===== src/design/dos_pkg.sv =====
// Constants, field layouts and state codes for the DC offset servo registers.
// Assumes a 250 MHz clock and word-aligned AHB-Lite register access.
package dos_pkg;

  // ---------------------------------------------------------------------------
  // Geometry
  // ---------------------------------------------------------------------------
  localparam int unsigned NCH    = 4;
  localparam int unsigned CODE_W = 8;
  localparam int unsigned STAT_W = 12;

  // ---------------------------------------------------------------------------
  // Register indices; byte address is four times the index
  // ---------------------------------------------------------------------------
  localparam logic [7:0] IDX_TRIGGER = 8'h44;
  localparam logic [7:0] IDX_LINE_R  = 8'h49;
  localparam logic [7:0] IDX_LINE_L  = 8'h4a;
  localparam logic [7:0] IDX_PHONE_R = 8'h4b;
  localparam logic [7:0] IDX_PHONE_L = 8'h4c;
  localparam logic [7:0] IDX_STATUS  = 8'h4d;
  localparam logic [7:0] IDX_NONE    = 8'h00;

  // ---------------------------------------------------------------------------
  // Channel numbers, equal to their bit position in status and trigger fields
  // ---------------------------------------------------------------------------
  localparam int unsigned CH_PHONE_L = 0;
  localparam int unsigned CH_PHONE_R = 1;
  localparam int unsigned CH_LINE_L  = 2;
  localparam int unsigned CH_LINE_R  = 3;

  // ---------------------------------------------------------------------------
  // Field positions and reset values
  // ---------------------------------------------------------------------------
  localparam int unsigned STAT_ANY_LSB   = 8;
  localparam int unsigned STAT_VAL_LSB   = 4;
  localparam int unsigned STAT_START_LSB = 0;
  localparam int unsigned TRIG_VAL_LSB   = 0;
  localparam int unsigned TRIG_START_LSB = 4;
  localparam logic [7:0]  RST_OFFSET     = 8'h00;
  localparam logic [11:0] RST_STATUS     = 12'h000;
  localparam logic [7:0]  CODE_MAX       = 8'h7f;
  localparam logic [7:0]  CODE_MIN       = 8'h80;

  // ---------------------------------------------------------------------------
  // Analogue scale of one code step, in microvolts
  // ---------------------------------------------------------------------------
  localparam int unsigned LSB_UV  = 250;
  localparam int unsigned SPAN_UV = 32000;

  // ---------------------------------------------------------------------------
  // Timing
  // ---------------------------------------------------------------------------
  localparam int unsigned CLK_NS    = 4;
  localparam int unsigned STEP_NS   = 1000;
  localparam int unsigned STEP_CYC  = (STEP_NS + CLK_NS - 1) / CLK_NS;
  localparam logic [7:0]  STEP_LAST = 8'(STEP_CYC - 1);

  // ---------------------------------------------------------------------------
  // AHB-Lite codes
  // ---------------------------------------------------------------------------
  localparam logic [2:0] HSIZE_WORD = 3'b010;

  typedef enum logic [1:0] {
    DOS_IDLE      = 2'b00,
    DOS_RUN_VAL   = 2'b01,
    DOS_RUN_START = 2'b10
  } dos_state_t;

  function automatic logic [7:0] dos_off_idx(input int unsigned ch);
    return IDX_PHONE_L - 8'(ch);
  endfunction

endpackage


===== src/design/dos_ahb.sv =====
// AHB-Lite slave front end: writes with no wait state, reads with one.
// Assumes a single slave whose hreadyout is fed back as hready.
`timescale 1ns/1ps
`default_nettype none
module dos_ahb
  import dos_pkg::*;
(
  input  wire logic        clk_i,
  input  wire logic        resetn_i,
  input  wire logic        hsel_i,
  input  wire logic [31:0] haddr_i,
  input  wire logic [1:0]  htrans_i,
  input  wire logic        hwrite_i,
  input  wire logic [2:0]  hsize_i,
  input  wire logic        hready_i,
  input  wire logic [31:0] hwdata_i,
  input  wire logic [31:0] rd_word_i,
  output logic             hreadyout_o,
  output logic             hresp_o,
  output logic [31:0]      hrdata_o,
  output logic             wr_en_o,
  output logic             rd_en_o,
  output logic [7:0]       idx_o,
  output logic [31:0]      wr_data_o
);

  typedef struct packed {
    logic        wr;
    logic        rd;
    logic [7:0]  idx;
    logic [31:0] rdata;
    logic        ready;
    logic        resp;
  } dos_ahb_t;

  dos_ahb_t q;
  dos_ahb_t d;
  logic     taken;
  logic     mapped;

  // ---------------------------------------------------------------------------
  // Address and data phase
  // ---------------------------------------------------------------------------
  always_comb begin
    taken  = hsel_i && htrans_i[1] && hready_i;
    mapped = (haddr_i[31:10] == 22'h000000) && (haddr_i[1:0] == 2'b00) && (hsize_i == HSIZE_WORD);
    d      = q;
    d.wr   = taken && hwrite_i;
    d.rd   = taken && !hwrite_i;
    if (taken) begin
      d.idx = mapped ? haddr_i[9:2] : IDX_NONE;
    end
    // Read data is sampled a cycle late so a write just before is seen
    d.ready = !(taken && !hwrite_i);
    if (q.rd) begin
      d.rdata = rd_word_i;
      d.ready = 1'b1;
    end
    d.resp = 1'b0;
  end

  always_ff @(posedge clk_i or negedge resetn_i) begin
    if (!resetn_i) begin
      q <= '{wr: 1'b0, rd: 1'b0, idx: 8'h00, rdata: 32'h00000000, ready: 1'b1, resp: 1'b0};
    end else begin
      q <= d;
    end
  end

  assign hreadyout_o = q.ready;
  assign hresp_o     = q.resp;
  assign hrdata_o    = q.rdata;
  assign wr_en_o     = q.wr;
  assign rd_en_o     = q.rd;
  assign idx_o       = q.idx;
  assign wr_data_o   = hwdata_i;

endmodule
`default_nettype wire


===== src/design/dos_chan.sv =====
// One output's correction engine: ramps the applied code one step per tick.
// Assumes tick_i is a one-cycle enable and triggers are one-cycle pulses.
`timescale 1ns/1ps
`default_nettype none
module dos_chan
  import dos_pkg::*;
(
  input  wire logic       clk_i,
  input  wire logic       resetn_i,
  input  wire logic       tick_i,
  input  wire logic       value_trig_i,
  input  wire logic       start_trig_i,
  input  wire logic [7:0] tgt_i,
  input  wire logic [7:0] sense_i,
  output logic [7:0]      applied_o,
  output logic            val_busy_o,
  output logic            start_busy_o,
  output logic            val_done_o,
  output logic            start_done_o
);

  typedef struct packed {
    dos_state_t st;
    logic [7:0] applied;
    logic [7:0] aim;
    logic       val_done;
    logic       start_done;
  } dos_chan_t;

  dos_chan_t  q;
  dos_chan_t  d;
  logic [7:0] aim;

  // ---------------------------------------------------------------------------
  // Correction sequence
  // ---------------------------------------------------------------------------
  always_comb begin
    d   = q;
    aim = (q.st == DOS_RUN_VAL) ? tgt_i : q.aim;
    case (q.st)
      DOS_IDLE: begin
        // Triggers while busy are ignored, so done bits never see set and clear together
        if (value_trig_i) begin
          d.st       = DOS_RUN_VAL;
          d.val_done = 1'b0;
        end else if (start_trig_i) begin
          d.st         = DOS_RUN_START;
          d.start_done = 1'b0;
          d.aim        = (sense_i == CODE_MIN) ? CODE_MAX : 8'(-sense_i);
        end
      end
      DOS_RUN_VAL, DOS_RUN_START: begin
        if (tick_i) begin
          if (q.applied == aim) begin
            d.st = DOS_IDLE;
            if (q.st == DOS_RUN_VAL) begin
              d.val_done = 1'b1;
            end else begin
              d.start_done = 1'b1;
            end
          end else if ($signed(q.applied) < $signed(aim)) begin
            d.applied = q.applied + 8'h01;
          end else begin
            d.applied = q.applied - 8'h01;
          end
        end
      end
      default: begin
        d.st = DOS_IDLE;
      end
    endcase
  end

  always_ff @(posedge clk_i or negedge resetn_i) begin
    if (!resetn_i) begin
      q <= '{st: DOS_IDLE, applied: RST_OFFSET, aim: RST_OFFSET, val_done: 1'b0, start_done: 1'b0};
    end else begin
      q <= d;
    end
  end

  assign applied_o    = q.applied;
  assign val_busy_o   = (q.st == DOS_RUN_VAL);
  assign start_busy_o = (q.st == DOS_RUN_START);
  assign val_done_o   = q.val_done;
  assign start_done_o = q.start_done;
endmodule
`default_nettype wire


===== src/design/dos_servo_regs.sv =====
// Register bank of the output DC offset servo, reached over AHB-Lite.
// Assumes the analogue servo reads applied_code_o and supplies sense_code_i.
//
// Overview of operation
// - Four 8-bit signed offset registers at 49h to 4Ch: line R, line L, phone R, phone L.
// - Reading an offset register returns the offset currently applied, possibly not the written one.
// - One code step is 0.25 mV, so the code spans about plus or minus 32 mV.
// - Status bits 11:8 show per output that either correction completed.
// - Status bits 7:4 show per output that write-value correction completed.
// - Status bits 3:0 show per output that start-up correction completed.
// - Writing 1 to an idle output's trigger bit starts write-value correction toward its register.
// - Trigger bit reads 1 while that output's write-value correction runs.
`timescale 1ns/1ps
`default_nettype none
module dos_servo_regs
  import dos_pkg::*;
(
  input  wire logic                          clk_i,
  input  wire logic                          resetn_i,
  input  wire logic                          hsel_i,
  input  wire logic [31:0]                   haddr_i,
  input  wire logic [1:0]                    htrans_i,
  input  wire logic                          hwrite_i,
  input  wire logic [2:0]                    hsize_i,
  input  wire logic                          hready_i,
  input  wire logic [31:0]                   hwdata_i,
  input  wire logic [NCH-1:0][CODE_W-1:0]    sense_code_i,
  output logic                               hreadyout_o,
  output logic                               hresp_o,
  output logic [31:0]                        hrdata_o,
  output logic [NCH-1:0][CODE_W-1:0]         applied_code_o
);

  typedef struct packed {
    logic [NCH-1:0][CODE_W-1:0] tgt;
    logic [7:0]                 div;
    logic                       tick;
    logic [NCH-1:0]             trig_val;
    logic [NCH-1:0]             trig_start;
  } dos_top_t;

  dos_top_t                   q;
  dos_top_t                   d;
  logic                       wr_en;
  logic                       rd_en;
  logic [7:0]                 idx;
  logic [31:0]                wr_data;
  logic [31:0]                rd_word;
  logic [NCH-1:0]             val_busy;
  logic [NCH-1:0]             start_busy;
  logic [NCH-1:0]             val_done;
  logic [NCH-1:0]             start_done;
  logic [STAT_W-1:0]          status;

  // ---------------------------------------------------------------------------
  // Bus slave
  // ---------------------------------------------------------------------------
  dos_ahb u_ahb (
    .clk_i       (clk_i),
    .resetn_i    (resetn_i),
    .hsel_i      (hsel_i),
    .haddr_i     (haddr_i),
    .htrans_i    (htrans_i),
    .hwrite_i    (hwrite_i),
    .hsize_i     (hsize_i),
    .hready_i    (hready_i),
    .hwdata_i    (hwdata_i),
    .rd_word_i   (rd_word),
    .hreadyout_o (hreadyout_o),
    .hresp_o     (hresp_o),
    .hrdata_o    (hrdata_o),
    .wr_en_o     (wr_en),
    .rd_en_o     (rd_en),
    .idx_o       (idx),
    .wr_data_o   (wr_data)
  );

  // ---------------------------------------------------------------------------
  // Correction engines, one per output
  // ---------------------------------------------------------------------------
  for (genvar k = 0; k < NCH; k++) begin : g_chan
    dos_chan u_chan (
      .clk_i        (clk_i),
      .resetn_i     (resetn_i),
      .tick_i       (q.tick),
      .value_trig_i (q.trig_val[k]),
      .start_trig_i (q.trig_start[k]),
      .tgt_i        (q.tgt[k]),
      .sense_i      (sense_code_i[k]),
      .applied_o    (applied_code_o[k]),
      .val_busy_o   (val_busy[k]),
      .start_busy_o (start_busy[k]),
      .val_done_o   (val_done[k]),
      .start_done_o (start_done[k])
    );
  end

  // ---------------------------------------------------------------------------
  // Status word, derived only from engine state so no write can reach it
  // ---------------------------------------------------------------------------
  always_comb begin
    status = RST_STATUS;
    status[STAT_ANY_LSB +: NCH]   = val_done | start_done;
    status[STAT_VAL_LSB +: NCH]   = val_done;
    status[STAT_START_LSB +: NCH] = start_done;
  end

  // ---------------------------------------------------------------------------
  // Read mux
  // ---------------------------------------------------------------------------
  always_comb begin
    rd_word = 32'h00000000;
    for (int unsigned k = 0; k < NCH; k++) begin
      if (idx == dos_off_idx(k)) begin
        rd_word[CODE_W-1:0] = applied_code_o[k];
      end
    end
    if (idx == IDX_TRIGGER) begin
      rd_word[TRIG_VAL_LSB +: NCH]   = val_busy;
      rd_word[TRIG_START_LSB +: NCH] = start_busy;
    end
    if (idx == IDX_STATUS) begin
      rd_word[STAT_W-1:0] = status;
    end
  end

  // ---------------------------------------------------------------------------
  // Writes, trigger pulses and step divider
  // ---------------------------------------------------------------------------
  always_comb begin
    d            = q;
    d.trig_val   = '0;
    d.trig_start = '0;
    d.tick       = (q.div == STEP_LAST);
    d.div        = d.tick ? 8'h00 : q.div + 8'h01;
    if (wr_en) begin
      for (int unsigned k = 0; k < NCH; k++) begin
        if (idx == dos_off_idx(k)) begin
          d.tgt[k] = wr_data[CODE_W-1:0];
        end
      end
      if (idx == IDX_TRIGGER) begin
        d.trig_val   = wr_data[TRIG_VAL_LSB +: NCH];
        d.trig_start = wr_data[TRIG_START_LSB +: NCH];
      end
      // A write to the status index falls through untouched
    end
  end

  always_ff @(posedge clk_i or negedge resetn_i) begin
    if (!resetn_i) begin
      q <= '{tgt: {NCH{RST_OFFSET}}, div: 8'h00, tick: 1'b0, trig_val: 4'h0, trig_start: 4'h0};
    end else begin
      q <= d;
    end
  end

  // ---------------------------------------------------------------------------
  // Per-output checks, one set for each engine
  // ---------------------------------------------------------------------------
  // Clock and reset are named here so the checks do not lean on scope rules
  for (genvar k = 0; k < NCH; k++) begin : g_chk

  end
endmodule
`default_nettype wire


===== config.mk =====
export PLATFORM = sky130hd
export DESIGN_NAME = dos_servo_regs
export DESIGN_NICKNAME = d
export VERILOG_FILES = /design/src/design/dos_pkg.sv /design/src/design/dos_ahb.sv /design/src/design/dos_chan.sv /design/src/design/dos_servo_regs.sv
export SDC_FILE = /design/constraint.sdc
export NUM_CORES = 1
export LEC_CHECK = 0
export ABC_AREA = 1
export BUFFER_PORTS_ARGS = -buffer_cell sky130_fd_sc_hd__buf_2
export CORE_MARGIN = 3
export CORE_UTILIZATION = 45
export DETAILED_ROUTE_END_ITERATION = 7
export GPL_TIMING_DRIVEN = 0
export PLACE_DENSITY = 0.79
export SETUP_SLACK_MARGIN = 0.5
export SYNTH_ARGS = -nofsm -noshare
export SYNTH_HDL_FRONTEND = slang
export SYNTH_SLANG_ARGS = --single-unit

===== constraint.sdc =====
create_clock -name clk_i -period 3.2 [get_ports clk_i]
set_input_delay 0.32 -clock clk_i [delete_from_list [all_inputs] [get_ports clk_i]]
set_output_delay 0.32 -clock clk_i [all_outputs]
set_load 0.005 [all_outputs]

# Word-level counts from Yosys, hierarchy flattened
# Cells that the tools add are included.
# totals
ff_bits,152
input_bits,106
out_inout_bits,66
# op_classes
addsub,13
magnitude_cmp,4
eq_ne,56
muxes,79
bitwise_logic,9
reduce_logical,46
# ops
cell,n
8-bit 2-to-1 mux,25
8-bit by 7-bit equality test with 1-bit output (second input constant),6
8-bit by 1-bit adder with 8-bit output (second input constant),5
8-bit equality test (second input constant),5
10-bit 2-to-1 mux,4
2-bit 2-to-1 mux,20
2-bit inequality test (second input constant),20
3-bit AND reduction,12
8-bit equality test,4
8-bit < comparator,4
8-bit negation,4
2-bit one-hot mux with 2 select lines,8
8-bit by 1-bit subtractor with 8-bit output (second input constant),4
6-bit AND reduction,4
22-bit zero test,1
1-bit 2-to-1 mux,21
5-bit AND reduction,4
2-bit by 1-bit inequality test with 1-bit output (second input constant),8
12-bit 2-to-1 mux,1
3-bit inequality test (second input constant),4
2-bit zero test,5
2-bit by 1-bit equality test with 1-bit output (second input constant),4
2-bit equality test (second input constant),4
1-bit NOT,8
other kinds (7),22

# Depth between registers and ports, before layout
# Gate-level depths: netlist of run 1.
# depth
word_depth,7
ltp_mapped,28

# Cells and area by module
# Synthesis of run 1 repeated with hierarchy kept, for this count alone.
# unflattened
hier_cells,1563
hier_area_um2,11483.5
# modules_own_cells
module,instances,cells_each,area_each_um2,seq_area_each_um2
dos_chan (g_chan[1].u_chan ...),2,247,1704.1,500.5
dos_servo_regs,1,311,2591.2,1226.2
dos_ahb,1,272,2107.0,1077.3
dos_chan (g_chan[0].u_chan),1,244,1696.6,500.5
dos_chan (g_chan[3].u_chan),1,242,1680.4,500.5

# Worst setup path after synthesis of run 1
# OpenSTA, ideal clock, no wires.
# synth_timing
path_type,register to register
from,register g_chan[2].u_chan.q[19] in the netlist's numbering
to,register g_chan[2].u_chan.q (netlist bit g_chan[2].u_chan.applied_o[4])
setup_time_ns,0.126
arrival_time_ns,2.934
slack_ns,0.140
path_stages_with_launch,22
path_buffers,2
synth_period_minus_slack_ns,3.060
cell_sequence,dfrtp_1 inv_1 ha_1 clkbuf_1 clkbuf_1 nor2_1 a21oi_1 ha_1 a21o_1 nor2_4 nand2_2 nand2_1 nand3_1 nand2_1 inv_1 ha_1 inv_1 nand2_1 nand3_1 nand3_1 nand3_1 o21ai_0
# synth_between
elab_chain_cells,5
word_cells_on_any_way,9
cone_classes,1 x order compare; 3 x eq/ne; 2 x mux; 1 x bitwise; 2 x reduce/logical
# synth_lines
element,line_no,rtl
"start, declared",dos_chan.sv:30,dos_chan_t q;
"start signal, assigned",dos_chan.sv:76,"q <= '{st: DOS_IDLE, applied: RST_OFFSET, aim: RST_OFFSET, val_done: 1'b0, start_done: 1'b0};"
"parallel branches: the longest is 5 deep, another holds 8-bit < comparator",-,
# Several ways; the timed one is not identified.
# A chain may end at the register's enable or synchronous reset.

# Worst setup path after layout of run 1
# layout_timing
from,register g_chan[0].u_chan.q[19] in the netlist's numbering
to,register g_chan[0].u_chan.q (netlist bit g_chan[0].u_chan.applied_o[4])
# layout_between
elab_chain_cells,5
word_cells_on_any_way,9
cone_classes,1 x order compare; 3 x eq/ne; 2 x mux; 1 x bitwise; 2 x reduce/logical
# layout_lines
element,line_no
"start, declared",dos_chan.sv:30
"start signal, assigned",dos_chan.sv:76
"parallel branches: the longest is 5 deep, another holds 8-bit < comparator",-
# Several ways; the timed one is not identified.

==> results of run 1 <==
final cells by class:
class / count / area (um^2) / share of cell area [%]
inverter: 212 / 813.3 / 5.998
clock buffer: 23 / 478.0 / 3.525
buffer: 69 / 519.2 / 3.829
multi-input combinational: 913 / 6078 / 44.83
tap: 280 / 350.3 / 2.584
timing repair buffer: 217 / 1441 / 10.63
clock inverter: 8 / 72.57 / 0.5352
sequential: 152 / 3806 / 28.07
metal layers:
layer  vias to the layer above  GRT usage, %
li1                       4806             -
met5                         -             0
met1                      4796         29.35
met3                       115         3.839
met2                       502         39.81
met4                         2         10.09
worst paths after layout:
kind / startpoint / to / slack (ns) / cells past startpoint
max in group asynchronous: resetn_i / u_ahb.hreadyout_o / 1.90 / 3
min in group asynchronous: resetn_i / g_chan[0].u_chan.applied_o[6] / 0.45 / 2
max: g_chan[0].u_chan.q[19] / g_chan[0].u_chan.applied_o[4] / 0.22 / 26
min reg2reg: q[41] / q[41] / 0.49 / 2
min: hwrite_i / u_ahb.rd_en_o / 0.1 / 2
max reg2reg: g_chan[0].u_chan.q[19] / g_chan[0].u_chan.applied_o[4] / 0.22 / 26
placed cells by master (no fill, tap or decap), types with 8 or more instances in the layout:
master	netlist	routed
buf_2	3	127
nand3_1	95	70
nand2_2	21	41
o21ai_0	108	77
xor2_1	20	20
a21oi_1	44	33
a21oi_2	0	8
nor4_1	8	8
ha_4	0	14
conb_1	1	21
o41ai_1	11	11
ha_1	60	45
o22ai_1	13	13
a22oi_1	16	16
nor2_1	76	62
o21ai_2	2	9
nand2_4	8	33
inv_1	206	183
nand2_1	297	247
buf_4	53	121
o21ai_1	5	25
clkbuf_1	11	8
inv_2	6	24
nor2_4	4	20
nand4_1	18	18
clkbuf_16	0	17
nand3_4	0	16
dfrtp_1	151	150
nand3_2	3	12
nor3_1	18	18
buf_6	0	20
registers in the layout, indices dropped and copies added (netlist names):
register and flops:
q 49, u_ahb.idx_o 8, g_chan.u_chan.applied_o 32, u_ahb.hrdata_o 12, u_ahb.hreadyout_o 1, u_ahb.wr_en_o 1
u_ahb.rd_en_o 1, g_chan.u_chan.start_done_o 4, g_chan.u_chan.val_done_o 4, g_chan.u_chan.q 40
critical path, delay by kind of cell (launching register included):
family | cells | cell delay, ns
and+or+nand+nor | 13 | 1.06
DFF | 1 | 0.40
adders and majority gates | 3 | 0.64
AOI/OAI and AO/OA | 3 | 0.29
buffers and inverters | 7 | 0.52
power breakdown:
part	leakage [nW]	internal, mW	switching [mW]
sequential	1.78	2.04	0.0730
clock	0.265	1.12	0.801
combinational	4.87	0.505	0.697
total	6.91	3.66	1.57
repair_timing:
action | 4_1_cts | 5_1_grt
setup endpoints to repair | 28 | 29
gates cloned | 4 | 1
hold buffers | 1 | 0
resized for setup | 123 | 149
pin swaps | 72 | 117
buffers inserted | 56 | 30
hold endpoints to repair | 63 | 0
cell families after synthesis:
logic type | Yosys count | share of synthesized area, %
fa+ha+maj | 60 | 7.476
compound gates | 231 | 13.66
buf+inv | 281 | 12.52
mux | 1 | 0.09968
simple gates | 575 | 26.23
xor+xnor | 24 | 2.093
other cells | 1 | 0.03734
flops | 152 | 37.89
through the flow:
step,hold slack (ns),cell area (um^2),util (%),setup WS (ns),cells
2_1_floorplan,0.02441,10270,-,0.4270,1345
3_3_place_gp,0.4632,11240,51.37,-0.4367,1750
3_5_place_dp,0.3551,11280,51.52,0.06938,1751
4_1_cts,0.08753,12800,58.49,0.3823,1843
5_1_grt,0.1072,13560,61.94,0.06446,1874
6_report,0.09762,13560,61.94,0.2158,1874
==> qor.csv, run 1 <==
stage;metric;value;unit
run_status;run status;finished, final reports clean;
finish;fillers;1754;
place;hpwl dp;19.50;mm
setup_path;Crit Path Category;reg -> reg;
synth;yosys warns;0;
timing;Worst-Margin Slew;1.052;ns
setup_path;Slowest-stage cell, CP;dfrtp_1;
synth;top cells by area, synth;dfrtp_1, nand2_1, inv_1;
synth;Syn Inst Count;1325;
route;DR WL/cell;16.51;um
global_route;largest net degree at the start of global routing;90;
finish;Area growth, synth to finish;35.02;%
synth;cell taking the most area after synthesis;dfrtp_1;
synth;ys flop type;dfrtp_1;
synth;synthesized area per cell;7.579;um^2
route;WL met3;2.265;mm
clock_network;htree depth;4;
route;vias post-DR;10220;
route;WL met1;12.04;mm
floorplan;Die W;155.4;um
floorplan;die area;24140;um^2
global_route;Tot GR Track Use;23.38;%
synth;number of enable flip-flop cells after synthesis;0;
clock_network;clk sinks;152;
clock_network;Root Buffer;clkbuf_16;
synth;area share of the largest cell type after synthesis;37.63;%
setup_path;Crit path required time;3.57;ns
route;DR iter-0 viols;930;
global_route;GRT Residual Overflow;0;
clock_network;Clk pin slew, worst setup/hold paths;0.07;ns
min_path;worst hold path class;in -> reg;
synth;most common cell in the netlist;nand2_1;
clock_network;TritonCTS clock tree;done;
setup_path;critical path startpoint category;register;
timing;crit path time final;2.984;ns
clock_network;Inserted Clock Buffers;17;
power;Leakage;6.914;nW
power;Peak VDD IR;0.4151;mV
timing;fin crit share;93.26;%
setup_path;Worst path max stage delay;0.40;ns
place;gpl congestion;0.9054;
route;drc violations;0;
place;IO buf count;125;
finish;antenna cells;0;
timing;Setup violations, final;0;
route;via/cell ratio;5.454;
setup_path;crit-path most repeated cell;nand2_4;
timing;Final Hold Fails;0;
timing;Fin Setup TNS;0;ns
power;Power Total;5.235;mW
timing;Slew Limit Fails;0;
route;final WL;30.93;mm
global_route;number of global-route vias before repair;9340;
setup_path;CP Capture Type;register;
timing;Final Skew;0.009244;ns
floorplan;Placeable Area;21890;um^2
setup_path;Crit Path Max Fanout;6;
route;antenna viol nets, final;0;
synth;post-synthesis async set-or-reset flop share;100.0;%
clock_network;clock tree buffer depth;2;
floorplan;Initial Utilization;45.87;%
timing;Slew HR;29.29;%
synth;Seq/Total Area, Yosys;37.89;%
timing;RSZ-0062 raised after global routing;true;
global_route;initial antenna violation count;1;
finish;nets;1748;
timing;fmax;0.3351;GHz
setup_path;Critical Path AT;3.35;ns
route;top layer reached by signal wires;met5;
finish;fraction of layout cells with a size suffix above 1;32.69;%
floorplan;Die H;155.4;um
synth;synthesized area;10040;um^2
clock_network;worst-skew pair later-pin latency;0.44;ns
synth;post-synth cell types;51;
global_route;global-route wire length before repair;45.71;mm
route;met2 WL;15.38;mm
synth;synthesis-stage register bit count;152;
synth;top cells by count, synth;nand2_1, inv_1, dfrtp_1, o21ai_0, nand3_1;
route;DRT Pass-1 Iters;6;
floorplan;I/O pins;172;
floorplan;Rows;54;
run;number of max-cap violations;0;
power;Power Dens Cells;386.1;nW/um^2
Power figures use the tool's default switching activity.
==> run 2: changes to the inputs <==
--- a/config.mk
+++ b/config.mk
@@ -6,9 +6,10 @@
 export NUM_CORES = 1
 export LEC_CHECK = 0
 export ABC_AREA = 1
-export BUFFER_PORTS_ARGS = -buffer_cell sky130_fd_sc_hd__buf_2
+export BUFFER_PORTS_ARGS = -buffer_cell sky130_fd_sc_hd__clkbuf_2
 export CORE_MARGIN = 3
 export CORE_UTILIZATION = 45
+export CTS_CLUSTER_DIAMETER = 60
 export DETAILED_ROUTE_END_ITERATION = 7
 export GPL_TIMING_DRIVEN = 0
 export PLACE_DENSITY = 0.79
==> run 2 against run 1 <==
Net effect:
- via count increased by 1.2%
- total power down 0.18%
- sequential share of layout area is 0.24 points lower
- first-iteration DRC count fell by 0.97%
- critical path depth shrank 5
- non-clock buffer count rose by 9
- wire length increased by 2.0%
- final area grew 0.86%
- final cell count is 0.53% higher
==> qor.csv, run 2 (synthesis results as in run 1) <==
stage;metric;value;unit
timing;fin crit share;92.31;%
floorplan;Rows;54;
clock_network;htree depth;4;
place;gpl congestion;0.9014;
finish;Post-Layout Cell Count;1884;
finish;nets;1757;
min_path;HP Start;hwrite_i;
floorplan;I/O pins;172;
finish;Util after Layout;62.47;%
floorplan;Die H;155.4;um
timing;Slew Limit Fails;0;
global_route;number of global-route vias before repair;9806;
timing;RSZ-0062 raised after global routing;true;
global_route;largest net degree at the start of global routing;85;
finish;commonest non-fill, non-tap cell in the layout;nand2_1;
global_route;Tot GR Track Use;24.24;%
clock_network;Clk pin slew, worst setup/hold paths;0.06;ns
clock_network;TritonCTS clock tree;done;
route;DR WL/cell;16.75;um
route;DR iter-0 viols;921;
run;number of max-cap violations;0;
floorplan;Die W;155.4;um
global_route;global-route wire length before repair;47.60;mm
route;final WL;31.55;mm
setup_path;CP Capture Type;register;
finish;Largest Register;q;
clock_network;worst-skew pair later-pin latency;0.43;ns
clock_network;clock tree buffer depth;2;
place;IO buf count;125;
route;drc violations;0;
setup_path;Crit path required time;3.51;ns
global_route;initial antenna violation count;0;
clock_network;Root Buffer;clkbuf_16;
place;hpwl dp;19.66;mm
finish;fraction of layout cells with a size suffix above 1;33.92;%
power;Leakage;6.924;nW
timing;crit path time final;2.954;ns
floorplan;die area;24140;um^2
global_route;GRT Residual Overflow;0;
timing;fmax;0.3385;GHz
floorplan;Initial Utilization;45.87;%
place;Setup WS pre-CTS;0.1179;ns
timing;Final Worst Setup Slack;0.2459;ns
setup_path;Crit Path Max Fanout;7;
floorplan;Placeable Area;21890;um^2
clock_network;clk sinks;152;
power;Power Dens Cells;382.1;nW/um^2
setup_path;Critical R2R Launch;g_chan[2].u_chan.q[18];
run_status;run status;finished, final reports clean;
min_path;worst hold path class;in -> reg;
timing;Final Hold Fails;0;
clock_network;Inserted Clock Buffers;17;
setup_path;Critical Path Start;g_chan[2].u_chan.q[18];
finish;antenna cells;0;
route;via/cell ratio;5.493;
power;Peak VDD IR;0.3826;mV
setup_path;Crit Path Category;reg -> reg;
timing;Setup violations, final;0;
setup_path;Critical Path AT;3.26;ns
route;antenna viol nets, final;0;
route;vias post-DR;10350;
timing;Worst-Margin Slew;1.032;ns
power;Power Total;5.226;mW
finish;max FFs per register;49;
finish;Area growth, synth to finish;36.18;%
setup_path;critical path startpoint category;register;
finish;most frequent cells in the layout;nand2_1, inv_1, dfrtp_1;
place;placed insts;1751;
route;DRT Pass-1 Iters;6;
timing;Final Skew;0.01819;ns
timing;Slew HR;30.64;%
-- run 2: cell types whose count changed in the layout (fill, tap and decap cells not counted), sizes merged --
cell / before / now
clkbuf: 30 / 156
buf: 278 / 161
clkinv: 4 / 6
clkinvlp: 3 / 2
-- run 2: repair_timing --
item,4_1_cts,5_1_grt
endpoints found under the hold margin,68,0
pin swaps,80,122
hold buffers,1,0
resized for setup,114,164
setup buffers,67,28
gates cloned,5,0
setup endpoints to repair,28,35
-- run 2: final cells by class --
class,instances,area (um^2)
fillers,1783,8215
multi-input cells,913,6113
flip-flops and latches,152,3806
repair buffers,226,1526
inverters,212,815.8
plain buffers,69,516.7
clock buffers,23,467.9
well taps,280,350.3
clock inverters,9,78.83
-- run 2: where the power goes --
group / leakage (nW) / total (mW) / internal (mW) / switching, mW
logic: 4.88 / 1.20 / 0.498 / 0.704
clock network: 0.267 / 1.91 / 1.11 / 0.804
registers: 1.78 / 2.11 / 2.04 / 0.0765
total: 6.92 / 5.23 / 3.64 / 1.58
-- run 2: layer usage --
layer	global-route usage, %	share of wire [%]	up-vias
met5	0	0	-
met2	41.40	50	529
li1	-	-	4815
met4	10.96	3.9	0
met1	30.23	39	4895
met3	3.839	6.9	109
-- run 2: stage by stage --
step                      area [um^2]  TNS [ns]  hold WS [ns]
after floorplan                 10270         0       0.02441
after global placement          11240   -119.33        0.4630
after detailed placement        11280         0        0.3663
after CTS                       12850         0       0.09437
after global routing            13680         0        0.1075
final                           13680         0        0.1130
-- run 2: final timing paths --
path                                                  to  slack [ns]  cells past startpoint
setup / recovery           g_chan[2].u_chan.applied_o[5]        0.25                     21
hold / removal                             u_ahb.rd_en_o        0.11                      2
setup reg to reg           g_chan[2].u_chan.applied_o[5]        0.25                     21
hold reg to reg                                    q[41]        0.49                      2
max in group asynchronous              u_ahb.hreadyout_o        1.95                      3
min in group asynchronous  g_chan[0].u_chan.applied_o[6]        0.44                      2
-- run 2: worst max-delay path: stages (launching register included) --
cell     delay, ns
dfrtp_1       0.41
ha_4          0.17
buf_8         0.13
buf_6         0.13
nor2_4        0.11
a21oi_2       0.05
ha_1          0.32
nand2_4       0.11
nor2_4        0.05
nor2_4        0.17
buf_6         0.13
nand3_4       0.14
nand3_4       0.13
nand2_4       0.06
buf_4         0.13
buf_6         0.11
nor2_4        0.10
nand3_2       0.10
nand2_2       0.10
nand2_2       0.06
nand3_2       0.06
o21ai_2       0.06
==> run 3: changes to the inputs <==
--- a/config.mk
+++ b/config.mk
@@ -13,7 +13,6 @@
 export DETAILED_ROUTE_END_ITERATION = 7
 export GPL_TIMING_DRIVEN = 0
 export PLACE_DENSITY = 0.79
-export SETUP_SLACK_MARGIN = 0.5
 export SYNTH_ARGS = -nofsm -noshare
 export SYNTH_HDL_FRONTEND = slang
 export SYNTH_SLANG_ARGS = --single-unit
==> run 3 against run 2 <==
Net effect:
- hold slack improved by 0.016 ns
- wire length fell by 16%
- final area shrank 11%
- highest routed layer unchanged
- first-iteration DRC count shrank 21%
- sequential cell count unchanged
- worst setup slack got worse by 0.029 ns
- die area stayed put
- register-to-register slack worse by 0.03 ns
- clock-buffer cell count down 4
==> qor.csv, run 3 (synthesis results as in run 1) <==
stage;metric;value;unit
global_route;initial antenna violation count;0;
global_route;GRT Residual Overflow;0;
route;drc violations;0;
timing;fin crit share;93.23;%
finish;Post-Layout Cell Count;1804;
clock_network;worst-skew pair later-pin latency;0.44;ns
timing;crit path time final;2.983;ns
route;antenna viol nets, final;0;
finish;nets;1677;
finish;fraction of layout cells with a size suffix above 1;22.18;%
place;placed insts;1751;
global_route;number of global-route vias before repair;8721;
finish;fillers;1994;
finish;Util after Layout;55.33;%
setup_path;delay-heaviest family, CP;simple AND/OR/NAND/NOR gates;
finish;antenna cells;0;
route;via/cell ratio;5.256;
place;IO buf count;125;
finish;Reg area;3807;um^2
power;Power Dens Cells;423.1;nW/um^2
floorplan;Rows;54;
route;DRT Pass-1 Iters;6;
place;hpwl dp;19.56;mm
floorplan;die area;24140;um^2
global_route;largest net degree at the start of global routing;92;
setup_path;Critical Path AT;3.29;ns
clock_network;htree depth;4;
global_route;global-route wire length before repair;42.22;mm
run_status;run status;finished, final reports clean;
route;DR WL/cell;14.63;um
timing;Fin Hold WS;0.1293;ns
floorplan;Die H;155.4;um
setup_path;crit-path cells;inv_2 > ha_4 > inv_4 > buf_6 > o21ai_0 > ha_1 > nand2_2 > nor2_2 > nor2_4 > nand2_2 > nand2_2 > nand3_2 > nand2_1 > inv_1 > ha_1 > inv_1 > nand2_1 > nand3_1 > nand3_1 > nand3_1 > o21ai_0;
timing;Setup violations, final;0;
finish;Area growth, synth to finish;20.61;%
timing;Slew HR;16.61;%
timing;Final Hold Fails;0;
min_path;worst hold path class;in -> reg;
setup_path;CP Capture Type;register;
setup_path;Slowest-stage cell, CP;dfrtp_1;
route;vias post-DR;9482;
timing;Slew Limit Fails;0;
clock_network;Inserted Clock Buffers;17;
clock_network;Clk pin slew, worst setup/hold paths;0.06;ns
power;Peak VDD IR;0.3879;mV
setup_path;Crit Path Category;reg -> reg;
route;final WL;26.40;mm
setup_path;critical path startpoint category;register;
floorplan;Initial Utilization;45.87;%
power;Leakage;6.390;nW
setup_path;Crit path required time;3.51;ns
finish;max FFs per register;49;
finish;most frequent cells in the layout;nand2_1, inv_1, dfrtp_1;
run;number of max-cap violations;0;
clock_network;Root Buffer;clkbuf_16;
route;DR iter-0 viols;725;
timing;Worst-Margin Slew;1.241;ns
clock_network;clock tree buffer depth;2;
power;Power Total;5.125;mW
timing;fmax;0.3352;GHz
finish;Largest Register;q;
finish;Multi-input gate area;5248;um^2
floorplan;Die W;155.4;um
timing;Final Skew;0.01344;ns
setup_path;Worst path max stage delay;0.41;ns
place;gpl congestion;0.9613;
floorplan;Placeable Area;21890;um^2
floorplan;I/O pins;172;
clock_network;clk sinks;152;
finish;commonest non-fill, non-tap cell in the layout;nand2_1;
timing;Fin Setup TNS;0;ns
setup_path;CP bufs+invs;5;
clock_network;TritonCTS clock tree;done;
setup_path;Crit Path Max Fanout;10;
global_route;Tot GR Track Use;21.42;%
-- run 3: changes by cell type in the layout (fill, tap and decap cells not counted), sizes merged --
| cell | change |
|---|---|
| bufinv | +1 |
| clkbuf | -6 |
| nand2 | -1 |
| buf | -77 |
| inv | +3 |
-- run 3: worst register-to-register path: cells and delay by family, from the launching register on --
kind	cells	cell delay [ns]
AOI/OAI and AO/OA	2	0.29
adders and majority gates	3	0.60
buffers and inverters	5	0.39
DFF	1	0.41
and+or+nand+nor	11	1.18
-- run 3: worst paths after layout --
kind	from	to	slack, ns	cells past startpoint
setup / recovery	g_chan[3].u_chan.q[19]	g_chan[3].u_chan.applied_o[4]	0.22	21
min in group asynchronous	resetn_i	g_chan[0].u_chan.applied_o[5]	0.43	2
setup reg to reg	g_chan[3].u_chan.q[19]	g_chan[3].u_chan.applied_o[4]	0.22	21
hold / removal	haddr_i[7]	u_ahb.idx_o[5]	0.13	3
hold reg to reg	g_chan[3].u_chan.start_done_o	g_chan[3].u_chan.start_done_o	0.49	2
max in group asynchronous	resetn_i	g_chan[2].u_chan.q[18]	1.95	3
-- run 3: area by class of cell --
type	instances	area share, %
Multi-Input combinational cell	912	43.33
Sequential cell	152	31.44
Timing Repair Buffer	148	6.849
Inverter	212	6.612
Buffer	68	4.029
Clock buffer	19	3.657
Tap cell	280	2.893
Clock inverter	13	1.198
-- run 3: through the flow --
step | worst slack [ns] | cell area (um^2)
CTS | 0.0005220 | 11770
floorplan | 0.1401 | 10120
global route | -0.03779 | 12110
global placement | -0.7981 | 11090
finish | 0.2168 | 12110
detailed placement | -0.3368 | 11130
-- run 3: what timing repair did --
item                       in CTS  in global routing
hold endpoints to repair       60                  0
hold buffers                    1                  0
gates resized for setup        15                 66
setup endpoints to repair      18                 23
setup buffers                   2                 19
pin swaps                       3                 11
-- run 3: per-layer routing --
metal | GRT usage, % | vias up | share of wire [%] | wire [um]
li1 | - | 4647 | - | -
met1 | 28.58 | 4445 | 42 | 11200
met2 | 34.95 | 331 | 48 | 12690
met3 | 3.950 | 59 | 6.4 | 1684
met4 | 7.753 | 0 | 3.1 | 822
met5 | 0 | - | 0 | 0
-- run 3: power breakdown --
group	leakage, nW	total (mW)	internal, mW	switching [mW]
Sequential	1.77	2.12	2.04	0.0792
Clock	0.286	2.02	1.18	0.844
Combinational	4.33	0.986	0.389	0.598
